`src/common/qsr_pkg.sv`:
```
// Constants and carrier types for the questionable status reporting block
package qsr_pkg;

	// Geometry of one status structure and of the whole tree
	localparam int QSR_WIDTH = 16;
	localparam int QSR_GROUPS = 5;
	localparam int QSR_SYNC_W = QSR_WIDTH * QSR_GROUPS;

	typedef logic [QSR_WIDTH-1:0] qsr_word_t;

	// Group select codes carried by a command
	localparam logic [2:0] QSR_GRP_SUMMARY = 3'h0;
	localparam logic [2:0] QSR_GRP_OVERLOAD = 3'h1;
	localparam logic [2:0] QSR_GRP_CONVERTER = 3'h2;
	localparam logic [2:0] QSR_GRP_LIMIT = 3'h3;
	localparam logic [2:0] QSR_GRP_MASKTEST = 3'h4;
	localparam logic [2:0] QSR_GRP_LAST = 3'h4;

	// Register part select codes carried by a command
	localparam logic [2:0] QSR_PART_STATE = 3'h0;
	localparam logic [2:0] QSR_PART_ENABLE = 3'h1;
	localparam logic [2:0] QSR_PART_EVENT = 3'h2;
	localparam logic [2:0] QSR_PART_FALL = 3'h3;
	localparam logic [2:0] QSR_PART_RISE = 3'h4;
	localparam logic [2:0] QSR_PART_PRESET = 3'h7;

	// Values after reset; a preset command reloads only the mask and event values
	localparam qsr_word_t QSR_RST_MASK = 16'h0000;
	localparam qsr_word_t QSR_RST_EVENT = 16'h0000;
	localparam qsr_word_t QSR_RST_STATE = 16'h0000;
	localparam logic [QSR_SYNC_W-1:0] QSR_RST_SYNC = 80'h0;

	// Summary bit of sub group g lands on top condition bit QSR_SUB_BASE + g - 1
	localparam int QSR_SUB_BASE = 0;

	// Command from the remote-control host, one cycle per command
	typedef struct packed {
		logic valid;
		logic write;
		logic [2:0] group;
		logic [2:0] part;
		qsr_word_t wdata;
	} qsr_cmd_t;

	// Answer to a command, one cycle after it
	typedef struct packed {
		logic valid;
		logic err;
		qsr_word_t rdata;
	} qsr_rsp_t;

	// State of one status structure
	typedef struct packed {
		qsr_word_t state;
		qsr_word_t enable;
		qsr_word_t event_bits;
		qsr_word_t fall;
		qsr_word_t rise;
		logic sum;
		logic sum_rise;
	} qsr_unit_st_t;

	// State of the pin synchroniser
	typedef struct packed {
		logic [QSR_SYNC_W-1:0] s1;
		logic [QSR_SYNC_W-1:0] s2;
		logic [QSR_SYNC_W-1:0] s3;
		logic [QSR_SYNC_W-1:0] held;
	} qsr_sync_st_t;

	// State of the top level
	typedef struct packed {
		qsr_rsp_t rsp;
	} qsr_top_st_t;

endpackage

```
`src/hdl/qsr_sync.sv`:
```
// Three-stage synchroniser with agreement filter for the condition pins
`timescale 1ns/1ps
module qsr_sync (
	// Clock and reset
	input wire logic clk,
	input wire logic rstn,
	// Raw pins and filtered result
	input wire logic [qsr_pkg::QSR_SYNC_W-1:0] din,
	output logic [qsr_pkg::QSR_SYNC_W-1:0] dout
);
	import qsr_pkg::*;

	qsr_sync_st_t st_r;
	qsr_sync_st_t st_nxt;

	// Stage one feeds stage two only; a change counts once stages two and three agree
	always_comb begin
		st_nxt = st_r;
		st_nxt.s1 = din;
		st_nxt.s2 = st_r.s1;
		st_nxt.s3 = st_r.s2;
		st_nxt.held = (~(st_r.s2 ^ st_r.s3) & st_r.s3) | ((st_r.s2 ^ st_r.s3) & st_r.held);
	end

	// State register
	always_ff @(posedge clk) begin
		if (!rstn) begin
			st_r <= '{s1: QSR_RST_SYNC, s2: QSR_RST_SYNC, s3: QSR_RST_SYNC, held: QSR_RST_SYNC};
		end else begin
			st_r <= st_nxt;
		end
	end

	assign dout = st_r.held;

endmodule // qsr_sync

```
`src/hdl/qsr_unit.sv`:
```
// One status structure: condition, transition filters, latched events, enable, summary
`timescale 1ns/1ps
module qsr_unit (
	// Clock and reset
	input wire logic clk,
	input wire logic rstn,
	// Current condition bits, same clock domain
	input wire qsr_pkg::qsr_word_t cond,
	// Host access
	input wire logic wr_en,
	input wire logic [2:0] wr_part,
	input wire qsr_pkg::qsr_word_t wr_data,
	input wire logic rd_clear,
	input wire logic preset,
	// Register contents
	output qsr_pkg::qsr_word_t current_state_bits,
	output qsr_pkg::qsr_word_t summary_enable_mask,
	output qsr_pkg::qsr_word_t latched_event_bits,
	output qsr_pkg::qsr_word_t falling_edge_filter,
	output qsr_pkg::qsr_word_t rising_edge_filter,
	// Summary level and its one-cycle rising pulse
	output logic summary,
	output logic summary_rise
);
	import qsr_pkg::*;

	qsr_unit_st_t st_r;
	qsr_unit_st_t st_nxt;
	qsr_word_t rise_hit;
	qsr_word_t fall_hit;

	// Edge detection against the stored condition, gated by the filters
	assign rise_hit = cond & ~st_r.state & st_r.rise;
	assign fall_hit = ~cond & st_r.state & st_r.fall;

	// Next state; a new event in the clearing cycle survives the clear
	always_comb begin
		st_nxt = st_r;
		st_nxt.state = cond;
		if (wr_en && wr_part == QSR_PART_ENABLE) begin
			st_nxt.enable = wr_data;
		end
		if (wr_en && wr_part == QSR_PART_FALL) begin
			st_nxt.fall = wr_data;
		end
		if (wr_en && wr_part == QSR_PART_RISE) begin
			st_nxt.rise = wr_data;
		end
		if (preset) begin
			st_nxt.enable = QSR_RST_MASK;
			st_nxt.fall = QSR_RST_MASK;
			st_nxt.rise = QSR_RST_MASK;
		end
		st_nxt.event_bits = ((rd_clear || preset) ? QSR_RST_EVENT : st_r.event_bits)
			| rise_hit | fall_hit;
		st_nxt.sum = |(st_nxt.event_bits & st_nxt.enable);
		st_nxt.sum_rise = st_nxt.sum & ~st_r.sum;
	end

	// State register
	always_ff @(posedge clk) begin
		if (!rstn) begin
			st_r <= '{state: QSR_RST_STATE, enable: QSR_RST_MASK, event_bits: QSR_RST_EVENT,
				fall: QSR_RST_MASK, rise: QSR_RST_MASK, sum: 1'b0, sum_rise: 1'b0};
		end else begin
			st_r <= st_nxt;
		end
	end

	// Contents straight from flip-flops
	assign current_state_bits = st_r.state;
	assign summary_enable_mask = st_r.enable;
	assign latched_event_bits = st_r.event_bits;
	assign falling_edge_filter = st_r.fall;
	assign rising_edge_filter = st_r.rise;
	assign summary = st_r.sum;
	assign summary_rise = st_r.sum_rise;

endmodule // qsr_unit

```
`src/hdl/qsr_top.sv`:
```
// Questionable status reporting tree: summary structure fed by four sub structures
`timescale 1ns/1ps
module qsr_top (
	// Clock and reset
	input wire logic REF_CLK,
	input wire logic RSTN,
	// Host command and answer
	input wire qsr_pkg::qsr_cmd_t CMD,
	output qsr_pkg::qsr_rsp_t RSP,
	// Condition pins, asynchronous to REF_CLK
	input wire qsr_pkg::qsr_word_t COND_SUMMARY,
	input wire qsr_pkg::qsr_word_t COND_OVERLOAD,
	input wire qsr_pkg::qsr_word_t COND_CONVERTER,
	input wire qsr_pkg::qsr_word_t COND_LIMIT,
	input wire qsr_pkg::qsr_word_t COND_MASKTEST,
	// Summary toward the status byte
	output logic QSR_SUMMARY,
	output logic QSR_SUMMARY_RISE,
	output logic [qsr_pkg::QSR_GROUPS-1:0] GROUP_SUMMARY
);
	import qsr_pkg::*;

	qsr_top_st_t st_r;
	qsr_top_st_t st_nxt;

	logic [QSR_SYNC_W-1:0] pins_raw;
	logic [QSR_SYNC_W-1:0] pins_sync;
	qsr_word_t sub_vec;
	qsr_word_t cond_w [QSR_GROUPS];
	qsr_word_t state_w [QSR_GROUPS];
	qsr_word_t enable_w [QSR_GROUPS];
	qsr_word_t event_w [QSR_GROUPS];
	qsr_word_t fall_w [QSR_GROUPS];
	qsr_word_t rise_w [QSR_GROUPS];
	logic [QSR_GROUPS-1:0] sum_w;
	logic [QSR_GROUPS-1:0] sum_rise_w;
	logic [QSR_GROUPS-1:0] wr_en_w;
	logic [QSR_GROUPS-1:0] rd_clear_w;
	logic grp_ok;
	logic part_wr_ok;
	logic part_rd_ok;
	logic is_preset;
	logic cmd_ok;
	qsr_word_t rd_mux;

	// All condition pins share one synchroniser; group g occupies slice g
	assign pins_raw = {COND_MASKTEST, COND_LIMIT, COND_CONVERTER, COND_OVERLOAD, COND_SUMMARY};

	qsr_sync u_sync (
		.clk(REF_CLK),
		.rstn(RSTN),
		.din(pins_raw),
		.dout(pins_sync)
	);

	// Sub summaries are already on REF_CLK, so they join the top condition unsynchronised
	always_comb begin
		sub_vec = QSR_RST_STATE;
		for (int g = 1; g < QSR_GROUPS; g++) begin
			sub_vec[QSR_SUB_BASE + g - 1] = sum_w[g];
		end
	end

	// Command decode shared by all groups
	assign is_preset = CMD.write && (CMD.part == QSR_PART_PRESET);
	assign grp_ok = (CMD.group <= QSR_GRP_LAST);
	assign part_wr_ok = (CMD.part == QSR_PART_ENABLE) || (CMD.part == QSR_PART_FALL)
		|| (CMD.part == QSR_PART_RISE);
	assign part_rd_ok = (CMD.part <= QSR_PART_RISE);
	assign cmd_ok = is_preset || (grp_ok && (CMD.write ? part_wr_ok : part_rd_ok));

	// Five identical structures, the first one being the summary level
	for (genvar g = 0; g < QSR_GROUPS; g++) begin : g_unit
		if (g == 0) begin : g_top
			assign cond_w[g] = pins_sync[g*QSR_WIDTH +: QSR_WIDTH] | sub_vec;
		end else begin : g_sub
			assign cond_w[g] = pins_sync[g*QSR_WIDTH +: QSR_WIDTH];
		end

		// Writes to read-only parts never reach a structure
		assign wr_en_w[g] = CMD.valid && CMD.write && !is_preset && part_wr_ok
			&& (CMD.group == 3'(g));
		// Only an event read clears; a condition read has no side effect
		assign rd_clear_w[g] = CMD.valid && !CMD.write && (CMD.part == QSR_PART_EVENT)
			&& (CMD.group == 3'(g));

		qsr_unit u_unit (
			.clk(REF_CLK),
			.rstn(RSTN),
			.cond(cond_w[g]),
			.wr_en(wr_en_w[g]),
			.wr_part(CMD.part),
			.wr_data(CMD.wdata),
			.rd_clear(rd_clear_w[g]),
			.preset(CMD.valid && is_preset),
			.current_state_bits(state_w[g]),
			.summary_enable_mask(enable_w[g]),
			.latched_event_bits(event_w[g]),
			.falling_edge_filter(fall_w[g]),
			.rising_edge_filter(rise_w[g]),
			.summary(sum_w[g]),
			.summary_rise(sum_rise_w[g])
		);
	end

	// Read data picks the addressed part; the event value is the one before clearing
	always_comb begin
		rd_mux = QSR_RST_STATE;
		for (int g = 0; g < QSR_GROUPS; g++) begin
			if (CMD.group == 3'(g)) begin
				case (CMD.part)
					QSR_PART_STATE: begin
						rd_mux = state_w[g];
					end
					QSR_PART_ENABLE: begin
						rd_mux = enable_w[g];
					end
					QSR_PART_EVENT: begin
						rd_mux = event_w[g];
					end
					QSR_PART_FALL: begin
						rd_mux = fall_w[g];
					end
					QSR_PART_RISE: begin
						rd_mux = rise_w[g];
					end
					default: begin
						rd_mux = QSR_RST_STATE;
					end
				endcase
			end
		end
	end

	// Answer one cycle after each command; writes and errors return zero data
	always_comb begin
		st_nxt = st_r;
		st_nxt.rsp.valid = CMD.valid;
		st_nxt.rsp.err = CMD.valid && !cmd_ok;
		if (CMD.valid && cmd_ok && !CMD.write) begin
			st_nxt.rsp.rdata = rd_mux;
		end else begin
			st_nxt.rsp.rdata = QSR_RST_STATE;
		end
	end

	// State register
	always_ff @(posedge REF_CLK) begin
		if (!RSTN) begin
			st_r <= '{rsp: '{valid: 1'b0, err: 1'b0, rdata: QSR_RST_STATE}};
		end else begin
			st_r <= st_nxt;
		end
	end

	// Outputs, all from flip-flops
	assign RSP = st_r.rsp;
	assign QSR_SUMMARY = sum_w[0];
	assign QSR_SUMMARY_RISE = sum_rise_w[0];
	assign GROUP_SUMMARY = sum_w;

endmodule // qsr_top

```
`config.mk`:
```
export PLATFORM = sky130hd
export DESIGN_NAME = qsr_top
export DESIGN_NICKNAME = d
export VERILOG_FILES = /design/src/common/qsr_pkg.sv /design/src/hdl/qsr_sync.sv /design/src/hdl/qsr_unit.sv /design/src/hdl/qsr_top.sv
export SDC_FILE = /design/constraint.sdc
export NUM_CORES = 1
export LEC_CHECK = 0
export BUFFER_PORTS_ARGS = -buffer_cell sky130_fd_sc_hd__buf_2
export CAP_MARGIN = 20
export CORE_ASPECT_RATIO = 1.4
export CORE_MARGIN = 2
export CORE_UTILIZATION = 35
export CTS_CLUSTER_SIZE = 16
export DETAILED_ROUTE_END_ITERATION = 12
export PLACE_DENSITY = 0.47
export SETUP_SLACK_MARGIN = 0.02
export SLEW_MARGIN = 10
export SYNTH_ARGS = -nofsm -noshare
export SYNTH_HDL_FRONTEND = slang
export SYNTH_SLANG_ARGS = --single-unit
```
`constraint.sdc`:
```
create_clock -name REF_CLK -period 2.7 [get_ports REF_CLK]
set_input_delay 0.135 -clock REF_CLK [delete_from_list [all_inputs] [get_ports REF_CLK]]
set_output_delay 0.135 -clock REF_CLK [all_outputs]
set_load 0.01 [all_outputs]
```
After elaboration in Yosys (flattened, before gate mapping). Index checks and enable logic that the tools add are counted. W data, S select, Z words.

Order comparisons: 2. Eq/ne operators: 9. Mux-type cells: 26. Bitwise gates (word level): 54. Reductions and logical operators: 56.

Operators by type and width (count): $and A16 B16 Y16 (25); $pmux W16 S5 (5); $mux W16 (20); $and A80 B80 Y80 (2); $not A16 Y16 (10); $or A16 B16 Y16 (10); $not A80 Y80 (1); $or A80 B80 Y80 (1); $reduce_or A16 Y1 (5); $xor A80 B80 Y80 (1); $logic_and A1 B1 Y1 (36); $or A16 B4 Y16 (1); $eq A3 B2 Y1 const B (4); $eq A3 B3 Y1 const B (3); $logic_or A1 B1 Y1 (8); $eq A3 B1 Y1 const B (2); $le A3 B3 Y1 const B (2); $logic_not A3 Y1 (2); $logic_not A1 Y1 (3); $not A1 Y1 (2); $reduce_and A2 Y1 (1); $reduce_or A2 Y1 (1); $and A1 B1 Y1 (1); $mux W1 (1).

Register bits after elaboration: 744. Bits of input ports: 106. Output and inout port bits: 25. Word-level logic and storage cells: 185.

Longest topological paths before layout. Gate-level depths: netlist of run 1.

Depth in word-level cells: 12. Depth in mapped cells: 11. Gate-level depth less buffers: 7.

Cells and area by module. A second synthesis of run 1 with hierarchy kept.

Cells, all modules: 3135. Area, all modules: 29741.0 µm².

By module, submodules not included: qsr_unit (times used 5, cells each 338, area an instance 3089.2 µm², seq. area each 1641.6 µm²); qsr_sync (times used 1, cells each 915, area an instance 9994.6 µm², seq. area each 6406.1 µm²); qsr_top (times used 1, cells each 530, area an instance 4300.4 µm², seq. area each 360.3 µm²).

Worst setup path before layout of run 1. No wires, ideal clock.

Path type: input -> register. Start: input CMD[17] (netlist name). End: register g_unit[4].u_unit.st_r, in the netlist g_unit[4].u_unit.rising_edge_filter[10]. Setup time: 128 ps. Arrival: 1753 ps. Data required time: 2572 ps. Setup slack: 820 ps. Stages on the path: 9. Path buffers: 3. Cell sequence: buf_2 -> or2_2 -> nor2_2 -> nand3_1 -> buf_2 -> nor2_4 -> buf_4 -> mux2i_1 -> nor2_1.

Longest elaborated chain between the ends: 7. Elaborated cells between the ends (all ways): 14. Those cells by class: eq/ne (4); reduce/logical (10).

RTL lines: start: declaration (RTL line qsr_top.sv:8) `input wire qsr_pkg::qsr_cmd_t CMD,`; $eq A3 B3 Y1 (RTL line qsr_top.sv:65) `assign is_preset = CMD.write && (CMD.part == QSR_PART_PRESET);`; $logic_and A1 B1 Y1 (RTL line qsr_top.sv:65); $logic_not A1 Y1 (RTL line qsr_top.sv:81) `assign wr_en_w[g] = CMD.valid && CMD.write && !is_preset && part_wr_ok`; $logic_and A1 B1 Y1 (2 in series) (RTL line qsr_top.sv:81); $logic_and A1 B1 Y1 (RTL line qsr_top.sv:82) `&& (CMD.group == 3'(g));`; $logic_and A1 B1 Y1 (RTL line qsr_unit.sv:46) `if (wr_en && wr_part == QSR_PART_RISE) begin`; end signal: assignment (RTL line qsr_unit.sv:63) `st_r <= '{state: QSR_RST_STATE, enable: QSR_RST_MASK, event_bits: QSR_RST_EVENT,`; end signal: assignment (RTL line qsr_unit.sv:66) `st_r <= st_nxt;`; end: declaration (RTL line qsr_unit.sv:27) `qsr_unit_st_t st_r;`.

Several ways; a longest one is shown, not always the timed one. A chain may end at the register's enable or synchronous reset.

Worst setup path in the final report of run 1.
Start: input CMD[16] (netlist name). End: register st_r, in the netlist RSP[3].

Longest elaborated chain between the ends: 9. Elaborated cells between the ends (all ways): 26. Those cells by class: order compare (1); eq/ne (5); mux (11); reduce/logical (9).

RTL lines: branches (longest 9 deep; another with $pmux W16 S5); end signal: assignment (RTL line qsr_top.sv:150) `st_r <= '{rsp: '{valid: 1'b0, err: 1'b0, rdata: QSR_RST_STATE}};`; end signal: assignment (RTL line qsr_top.sv:152) `st_r <= st_nxt;`; end: declaration (RTL line qsr_top.sv:23) `qsr_top_st_t st_r;`.

Parallel ways; which one is timed is not known.

==> impl_metrics.json, run 1 <==
{
  "outcome": "completed",
  "leakagePower_nw": 12.9,
  "vias_per_cell": 5.19,
  "first_iter_violations": 1506,
  "final-max-slew-violation-count": 0,
  "area_delta_synth_final_pct": 20.7,
  "period_needed_ns": 1.97,
  "largest_net_degree_at_the_start_of_global_routing": 220,
  "timing.final.hold_violations": 0,
  "chipWidth_um": 245,
  "final.setup.tns_ns": 0,
  "ys_seq_area_share_pct": 52.4,
  "final_layout_size_suffix_gt1_share_pct": 13.5,
  "setup_repair_after_global_routing_missed_its_margin": "false",
  "routedWlPerCell_um": 21.8,
  "synth_warnings": 0,
  "final_critical_path_setup_slack_ns": 0.726,
  "fill_cell_count": 7774,
  "setup_viol": 0,
  "fmaxAchievable_ghz": 0.506,
  "cts-root-to-sink-buffers": 3,
  "clock-sinks": 744,
  "io_buffers": 130,
  "slew_headroom_pct": 42.2,
  "dp_slack_ns": 0.114,
  "mostFrequentLayoutCells": "744 x sky130_fd_sc_hd__dfxtp_1, 318 x sky130_fd_sc_hd__and2_1, 279 x sky130_fd_sc_hd__nand2_1",
  "grt_antenna_before_repair": 3,
  "clock_tree.root_cell": "sky130_fd_sc_hd__clkbuf_16",
  "grt_remaining_overflow": 0,
  "drt_drc_violations_left": 0,
  "post-cts-setup-buffer-count": 0,
  "post_synth_instance_area_um2": 28400,
  "dp_hpwl_um": 62400,
  "synth-async-reset-ratio_pct": 0,
  "fp.coreArea_um2": 80500,
  "timing.critical_path.to_type": "register",
  "critical_path_peak_fanout": 13,
  "area_occupied_by_multi_input_gates_um2": 12600,
  "dr.pass1.iters": 5,
  "power_density_nw_per_um2": 693,
  "commonest_non_fill_non_tap_cell_in_the_layout": "sky130_fd_sc_hd__dfxtp_1",
  "routabilityCongestion": 0.897,
  "cts_tree": "yes",
  "initial_utilization_pct": 35.3,
  "numCtsBuffers": 78,
  "fp.dieH_um": 341,
  "tightestPinTransition_ns": 0.867,
  "timing.critical_path.required_ns": 3.27,
  "grt_first_pass_wirelength_um": 141000,
  "dr_total_vias": 22404,
  "die_area_um2": 83600,
  "cp-start-kind": "input pin",
  "syn-instance-count": 2977,
  "worst_ep_arrival_time_ns": 2.55,
  "worst_ir_drop_vdd_uv": 409,
  "clkSlewWorstSetupHoldPaths_ns": 0.06,
  "finalClockSkew_ns": 0.0251,
  "worstSetupPathType": "input pin to register",
  "antenna_violating_nets_remaining": 0,
  "core.rowCount": 123,
  "finish.net_count": 3306,
  "min-delay-path-class": "input pin to register",
  "postSynthRegisterBits": 744,
  "finalWirelength_um": 94000,
  "postSynthAreaPerCell_um2": 9.55,
  "cap_violations": 0,
  "insertion_delay_ns": 0.64,
  "area.sequential_um2": 14900,
  "fin_crit_sh_pct": 73.1,
  "ys_types": 64,
  "cts_hold_buf": 93,
  "synth.net_count": 3083,
  "synth_top_flop_cell": "sky130_fd_sc_hd__dfxtp_1",
  "clock_tree.htree_level_count": 3,
  "globalRouteTotalUtil_pct": 22.2,
  "number_of_enable_type_register_cells_in_the_synthesized_netlist": 0,
  "post_cts_resize_count": 0,
  "top_level_ports": 131,
  "first_global_vias": 22168
}
-- stage by stage --
stage	hold WS, ns	instance area, µm²	util (%)	std cells	power, mW
floorplan	0.259	28400	-	2977	12.0
global placement	0.340	30700	38.1	4088	12.5
detailed placement	0.343	30700	38.1	4088	12.6
CTS	0.000850	34300	42.6	4318	24.1
global route	0.0362	34300	42.7	4319	24.6
finish	0.0426	34300	42.7	4320	23.8
-- Yosys cell counts, drive strengths merged, types with 4 or more instances --
cell | n | area, µm²
nor2b | 93 | 592
dfxtp | 744 | 14900
nand3 | 12 | 72.6
mux2 | 30 | 338
nand2b | 5 | 31.3
nor2 | 254 | 983
clkbuf | 122 | 458
a21oi | 162 | 811
a22o | 13 | 114
mux4 | 5 | 113
buf | 78 | 459
o221ai | 17 | 149
nor3 | 9 | 61.3
a22oi | 82 | 616
a221oi | 14 | 123
a211oi | 10 | 75.1
o21ai | 195 | 976
a21boi | 80 | 601
mux2i | 238 | 2380
o21a | 4 | 37.5
and2 | 319 | 2000
nand4 | 5 | 61.3
o22ai | 68 | 425
nand2 | 282 | 1070
nor4 | 8 | 56.3
nand3b | 67 | 503
a31oi | 25 | 156
a32oi | 4 | 35.0
-- kinds of logic (layout without fill, tap and decap cells) --
| family | count (synthesis) | after routing | share of synthesized area (%) |
|---|---|---|---|
| AND/OR/NAND/NOR | 1064 | 1064 | 19.4 |
| other | 0 | 1 | 0 |
| AO/OA/AOI/OAI | 692 | 692 | 15.0 |
| multiplexers | 273 | 273 | 9.96 |
| buffers and inverters | 204 | 484 | 3.29 |
| flip-flops | 744 | 744 | 52.4 |
-- area by class of cell --
cell class,instances,area share (%)
antenna,1,0.00729
clock buffer,103,6.44
clock inverter,34,1.40
inverter,4,0.0510
multi-input combinational,2029,36.8
sequential,744,43.4
tap,1062,3.87
timing repair buffer,343,8.03
-- critical path, cell delays in order --
cell	delay [ns]
sky130_fd_sc_hd__buf_4	0.15
sky130_fd_sc_hd__buf_4	0.26
sky130_fd_sc_hd__nor2b_4	0.22
sky130_fd_sc_hd__and2_1	0.45
sky130_fd_sc_hd__buf_4	0.26
sky130_fd_sc_hd__a221oi_1	0.09
sky130_fd_sc_hd__o21ai_0	0.31
sky130_fd_sc_hd__nand2_1	0.10
sky130_fd_sc_hd__o21ai_0	0.35
sky130_fd_sc_hd__a22o_1	0.21
-- routing by layer --
metal | vias to the layer above | global-route usage (%) | wire length (µm)
met3 | 175 | 2.91 | 4120
met2 | 622 | 38.0 | 45100
li1 | 10726 | - | -
met1 | 10879 | 27.8 | 40500
met4 | 2 | 10.1 | 4310
met5 | - | 0 | 16
-- report_power, final --
part	internal, mW	total, mW	switching (mW)
Clock	6.82	11.4	4.55
Combinational	0.448	1.21	0.760
Sequential	11.1	11.2	0.0670
-- worst paths after layout --
| kind | slack (ns) | endpoint | from | cells after the start |
|---|---|---|---|---|
| min | 0.04 | g_unit[0].u_unit.rising_edge_filter[11]$_SDFFE_PP0P_ | CMD[11] | 3 |
| min reg2reg | 0.43 | u_sync.st_nxt[138]$_SDFF_PN0_ | u_sync.st_nxt[218]$_SDFF_PN0_ | 1 |
| max | 0.73 | RSP[3]$_SDFF_PN0_ | CMD[16] | 10 |
| max reg2reg | 0.73 | RSP[7]$_SDFF_PN0_ | g_unit[0].u_unit.falling_edge_filter[7]$_SDFFE_PP0P_ | 7 |
No activity file was read; power rests on OpenSTA's default activity.
==> run 2, diff against run 1 <==
==> constraint.sdc (replaced) <==
create_clock -name REF_CLK -period 1.85 [get_ports REF_CLK]
set_input_delay 0.0925 -clock REF_CLK [delete_from_list [all_inputs] [get_ports REF_CLK]]
set_output_delay 0.0925 -clock REF_CLK [all_outputs]
set_load 0.01 [all_outputs]
==> impl_metrics.json, run 2 (synthesis gave the netlist of run 1 again) <==
{
  "dpl-instance-area_um2": 32700,
  "first_global_vias": 23711,
  "dr.pass1.iters": 6,
  "finish.net_count": 3543,
  "busiest_layer": "met2",
  "grt_remaining_overflow": 0,
  "final_critical_path_setup_slack_ns": 0.0457,
  "hold_slack_ns": 0.0350,
  "fin_crit_sh_pct": 97.5,
  "drt_drc_violations_left": 0,
  "gr-usage-met2_pct": 41.6,
  "worst_ep_arrival_time_ns": 2.32,
  "min-delay-path-class": "input pin to register",
  "worst_ir_drop_vdd_uv": 692,
  "finalClockSkew_ns": 0.0207,
  "global_route.usage.met1_pct": 28.6,
  "first_iter_violations": 1475,
  "core.rowCount": 123,
  "routedWlPerCell_um": 22.0,
  "clkSlewWorstSetupHoldPaths_ns": 0.06,
  "outcome": "completed",
  "critical_path_peak_fanout": 2,
  "grt_first_pass_wirelength_um": 150000,
  "final_layout_size_suffix_gt1_share_pct": 19.9,
  "area_delta_synth_final_pct": 28.3,
  "final-instance-count-excl-fill": 4558,
  "initial_utilization_pct": 35.3,
  "vias_per_cell": 5.14,
  "fp.coreArea_um2": 80500,
  "die_area_um2": 83600,
  "dp_slack_ns": -0.697,
  "io_buffers": 130,
  "dp_hpwl_um": 70900,
  "setup_viol": 0,
  "timing.final.hold_violations": 0,
  "finalWirelength_um": 100000,
  "worstSetupPathType": "register to register",
  "cap_violations": 0,
  "post-place-cells": 4324,
  "clock_tree.htree_level_count": 3,
  "globalRouteTotalUtil_pct": 23.9,
  "clock-sinks": 744,
  "insertion_delay_ns": 0.64,
  "clock_tree.root_cell": "sky130_fd_sc_hd__clkbuf_16",
  "period_needed_ns": 1.80,
  "largest_net_degree_at_the_start_of_global_routing": 147,
  "power_density_nw_per_um2": 964,
  "top_level_ports": 131,
  "routabilityCongestion": 0.908,
  "numCtsBuffers": 77,
  "final-max-slew-violation-count": 0,
  "dr_total_vias": 23406,
  "fp.dieH_um": 341,
  "chipWidth_um": 245,
  "timing.critical_path.to_type": "register",
  "cts_tree": "yes",
  "layout.cell_area.non_filler_um2": 36500,
  "commonest_non_fill_non_tap_cell_in_the_layout": "sky130_fd_sc_hd__dfxtp_1",
  "grt_use_met3_pct": 3.21,
  "setup_repair_after_global_routing_missed_its_margin": "false",
  "cp-start-kind": "register",
  "grt_antenna_before_repair": 5,
  "cts-root-to-sink-buffers": 3,
  "antenna_violating_nets_remaining": 0,
  "fmaxAchievable_ghz": 0.554,
  "timing.critical_path.required_ns": 2.37,
  "tightestPinTransition_ns": 0.731,
  "slew_headroom_pct": 51.3,
  "mostFrequentLayoutCells": "741 x sky130_fd_sc_hd__dfxtp_1, 319 x sky130_fd_sc_hd__buf_4, 318 x sky130_fd_sc_hd__and2_1",
  "leakagePower_nw": 14.1,
  "pnr_total_power_mw": 35.2
}
run 2: final timing paths:
path | start | end | slack [ns] | cells after the start
max | g_unit[0].u_unit.latched_event_bits[14]$_SDFF_PN0_ | RSP[14]$_SDFF_PN0_ | 0.05 | 6
min | CMD[14] | g_unit[1].u_unit.rising_edge_filter[14]$_SDFFE_PP0P_ | 0.03 | 3
max reg2reg | g_unit[0].u_unit.latched_event_bits[14]$_SDFF_PN0_ | RSP[14]$_SDFF_PN0_ | 0.05 | 6
min reg2reg | u_sync.st_nxt[163]$_SDFF_PN0_ | u_sync.st_nxt[83]$_SDFF_PN0_ | 0.43 | 1
run 2: timing repair:
item / 4_1_cts / 5_1_grt
hold buffers: 96 / 0
setup endpoints to repair: 6 / 10
resized for setup: 9 / 16
hold endpoints to repair: 146 / 0
pin swaps: 0 / 1
setup buffers: 0 / 0
gates cloned: 0 / 0
run 2: metal layers:
| metal | wire length [µm] | vias up |
|---|---|---|
| met1 | 41900 | 11384 |
| met5 | 58 | - |
| met4 | 5320 | 8 |
| met2 | 48800 | 616 |
| met3 | 4450 | 202 |
| li1 | - | 11196 |
run 2: critical path, stage by stage (launching register included):
cell	delay, ns
sky130_fd_sc_hd__dfxtp_1	0.34
sky130_fd_sc_hd__mux2i_1	0.16
sky130_fd_sc_hd__nor2_1	0.06
sky130_fd_sc_hd__a2111oi_1	0.51
sky130_fd_sc_hd__a21oi_1	0.19
sky130_fd_sc_hd__o2111ai_1	0.31
sky130_fd_sc_hd__a21oi_1	0.11
run 2: layout make-up:
cell class / instances / area [µm²]
clock buffers: 105 / 2210
fillers: 7680 / 44000
well taps: 1062 / 1330
flip-flops and latches: 744 / 14900
multi-input cells: 2029 / 12700
clock inverters: 32 / 502
repair buffers: 581 / 4780
diodes: 1 / 2.50
inverters: 4 / 17.5
run 2: through the flow:
stage	util, %	TNS (ns)
2_1_floorplan	-	0
4_1_cts	45.2	0
3_5_place_dp	40.6	-43.03
3_3_place_gp	40.6	-40.32
6_report	45.3	0
5_1_grt	45.3	0
run 2: report_power, final:
part           internal, mW  leakage, nW  total, mW  switching (mW)
clock network          10.2         1.34       16.8            6.59
logic                 0.842         6.77       2.02            1.18
registers              16.3         6.04       16.4          0.0980
total                  27.3         14.1       35.2            7.87
==> run 3, diff against run 2 <==
--- a/config.mk
+++ b/config.mk
@@ -7,12 +7,11 @@
 export LEC_CHECK = 0
 export BUFFER_PORTS_ARGS = -buffer_cell sky130_fd_sc_hd__buf_2
 export CAP_MARGIN = 20
-export CORE_ASPECT_RATIO = 1.4
 export CORE_MARGIN = 2
-export CORE_UTILIZATION = 35
+export CORE_UTILIZATION = 45
 export CTS_CLUSTER_SIZE = 16
 export DETAILED_ROUTE_END_ITERATION = 12
-export PLACE_DENSITY = 0.47
+export PLACE_DENSITY = 0.58
 export SETUP_SLACK_MARGIN = 0.02
 export SLEW_MARGIN = 10
 export SYNTH_ARGS = -nofsm -noshare
==> impl_metrics.json, run 3 (synthesis gave the netlist of run 1 again) <==
{
  "critical_path_cell_count": 8,
  "outcome": "completed",
  "min-delay-path-class": "input pin to register",
  "dr_total_vias": 23527,
  "final_layout_size_suffix_gt1_share_pct": 18.9,
  "worst_r2r_path_depth": 8,
  "mostFrequentLayoutCells": "738 x sky130_fd_sc_hd__dfxtp_1, 318 x sky130_fd_sc_hd__and2_1, 277 x sky130_fd_sc_hd__nand2_1",
  "worst_ep_arrival_time_ns": 2.28,
  "final-max-slew-violation-count": 0,
  "drt_drc_violations_left": 0,
  "numCtsBuffers": 79,
  "die_area_um2": 65200,
  "grt_remaining_overflow": 0,
  "final_critical_path_setup_slack_ns": 0.0870,
  "min_delay_path_depth": 3,
  "tightestPinTransition_ns": 0.873,
  "core.rowCount": 92,
  "cp-start-kind": "register",
  "power_density_nw_per_um2": 968,
  "insertion_delay_ns": 0.63,
  "clock_tree.root_cell": "sky130_fd_sc_hd__clkbuf_16",
  "fp.coreArea_um2": 62700,
  "chipWidth_um": 255,
  "dp_slack_ns": -0.548,
  "antenna_violating_nets_remaining": 0,
  "largest_net_degree_at_the_start_of_global_routing": 157,
  "dr.pass1.iters": 6,
  "io_buffers": 130,
  "fill_cell_count": 5601,
  "pnr_total_power_mw": 34.7,
  "post-place-cells": 4060,
  "clock-sinks": 744,
  "vias_per_cell": 5.47,
  "timing.final.hold_violations": 0,
  "met3_wirelength_um": 5760,
  "cell_family_with_most_cp_delay": "compound AO/OA/AOI/OAI gates",
  "area_delta_synth_final_pct": 26.1,
  "met2_wirelength_um": 41500,
  "finalWirelength_um": 90900,
  "globalRouteTotalUtil_pct": 27.4,
  "final-instance-count-excl-fill": 4300,
  "slew_headroom_pct": 41.8,
  "timing.critical_path.to_type": "register",
  "finalClockSkew_ns": 0.0241,
  "first_global_vias": 23031,
  "dp_hpwl_um": 63000,
  "finish.net_count": 3498,
  "fp.dieH_um": 255,
  "grt_antenna_before_repair": 3,
  "first_iter_violations": 1775,
  "slowest_delay_ns": 0.32,
  "highest-signal-layer": "met4",
  "period_needed_ns": 1.76,
  "leakagePower_nw": 13.9,
  "fin_crit_sh_pct": 95.3,
  "cell_by_cell_trace_of_the_critical_path": "mux2_2 -> a22oi_1 -> o22ai_1 -> o21ai_0 -> nand2_1 -> a31oi_1 -> nor2_1 -> buf_4",
  "worstSetupPathType": "register to register",
  "commonest_non_fill_non_tap_cell_in_the_layout": "sky130_fd_sc_hd__dfxtp_1",
  "setup_repair_after_global_routing_missed_its_margin": "true",
  "cts-root-to-sink-buffers": 3,
  "grt_first_pass_wirelength_um": 139000,
  "cts_tree": "yes",
  "critical_path_buf_inv_count": 1,
  "layout.cell_area.non_filler_um2": 35900,
  "clkSlewWorstSetupHoldPaths_ns": 0.06,
  "cap_violations": 0,
  "initial_utilization_pct": 45.3,
  "worst_path_max_delay_cell": "sky130_fd_sc_hd__dfxtp_1",
  "routabilityCongestion": 0.941,
  "fmaxAchievable_ghz": 0.567,
  "top_level_ports": 131,
  "worst_ir_drop_vdd_uv": 650,
  "timing.critical_path.required_ns": 2.37,
  "routedWlPerCell_um": 21.1,
  "clock_tree.htree_level_count": 3,
  "met1_length_um": 39200,
  "dpl-instance-area_um2": 32100,
  "critical_path_peak_fanout": 3,
  "setup_viol": 0
}
run 3: cell types whose count changed in the layout (fill, tap and decap cells not counted), sizes merged:
cell / delta
clkbuf: +2
clkinv: +7
buf: -47
bufinv: -4
run 3: power by group:
part           switching [mW]  internal, mW  leakage (nW)
clock network            6.59          9.89          1.34
registers              0.0971          16.3          6.04
logic                    1.10         0.809          6.56
total                    7.79          27.0          13.9
run 3: layout make-up:
cell class	instances	area, µm²	area share (%)
clock inverter	35	428	1.19
inverter	4	17.5	0.0488
antenna	1	2.50	0.00697
clock buffer	107	2280	6.34
multi-input combinational	2029	12700	35.4
tap	846	1060	2.95
timing repair buffer	534	4490	12.5
sequential	744	14900	41.5
run 3: path summary, 6_finish.rpt:
kind              slack, ns                                            startpoint                                              endpoint
setup reg to reg       0.09  g_unit[0].u_unit.falling_edge_filter[0]$_SDFFE_PP0P_                                     RSP[0]$_SDFF_PN0_
hold reg to reg        0.43                   g_unit[0].u_unit.summary$_SDFF_PN0_              g_unit[0].u_unit.summary_rise$_SDFF_PN0_
setup / recovery       0.09  g_unit[0].u_unit.falling_edge_filter[0]$_SDFFE_PP0P_                                     RSP[0]$_SDFF_PN0_
hold / removal         0.03                                                CMD[3]  g_unit[1].u_unit.falling_edge_filter[3]$_SDFFE_PP0P_
run 3: metal layers:
| metal | up-vias | global-route usage (%) |
|---|---|---|
| li1 | 11124 | - |
| met1 | 11353 | 35.4 |
| met2 | 838 | 44.3 |
| met3 | 212 | 4.52 |
| met4 | 0 | 13.5 |
| met5 | - | 0 |
run 3: worst min-delay path, stage by stage:
cell and delay, ns:
sky130_fd_sc_hd__buf_2 0.25, sky130_fd_sc_hd__mux2i_1 0.20, sky130_fd_sc_hd__nor2_1 0.05
run 3: stage by stage:
step | TNS, ns | hold slack (ns) | utilization (%)
2_1_floorplan | 0 | 0.216 | -
3_3_place_gp | -21.20 | 0.297 | 51.2
3_5_place_dp | -22.59 | 0.301 | 51.2
4_1_cts | 0 | 0.0109 | 57.1
5_1_grt | 0 | 0.0200 | 57.2
6_report | 0 | 0.0270 | 57.2
run 3: repair_timing:
| item | in CTS | in global routing |
|---|---|---|
| endpoints found under the hold margin | 151 | 0 |
| gates resized for setup | 6 | 17 |
| setup buffers | 0 | 1 |
| pin swaps | 2 | 4 |
| hold buffers | 96 | 0 |
| setup endpoints to repair | 3 | 8 |
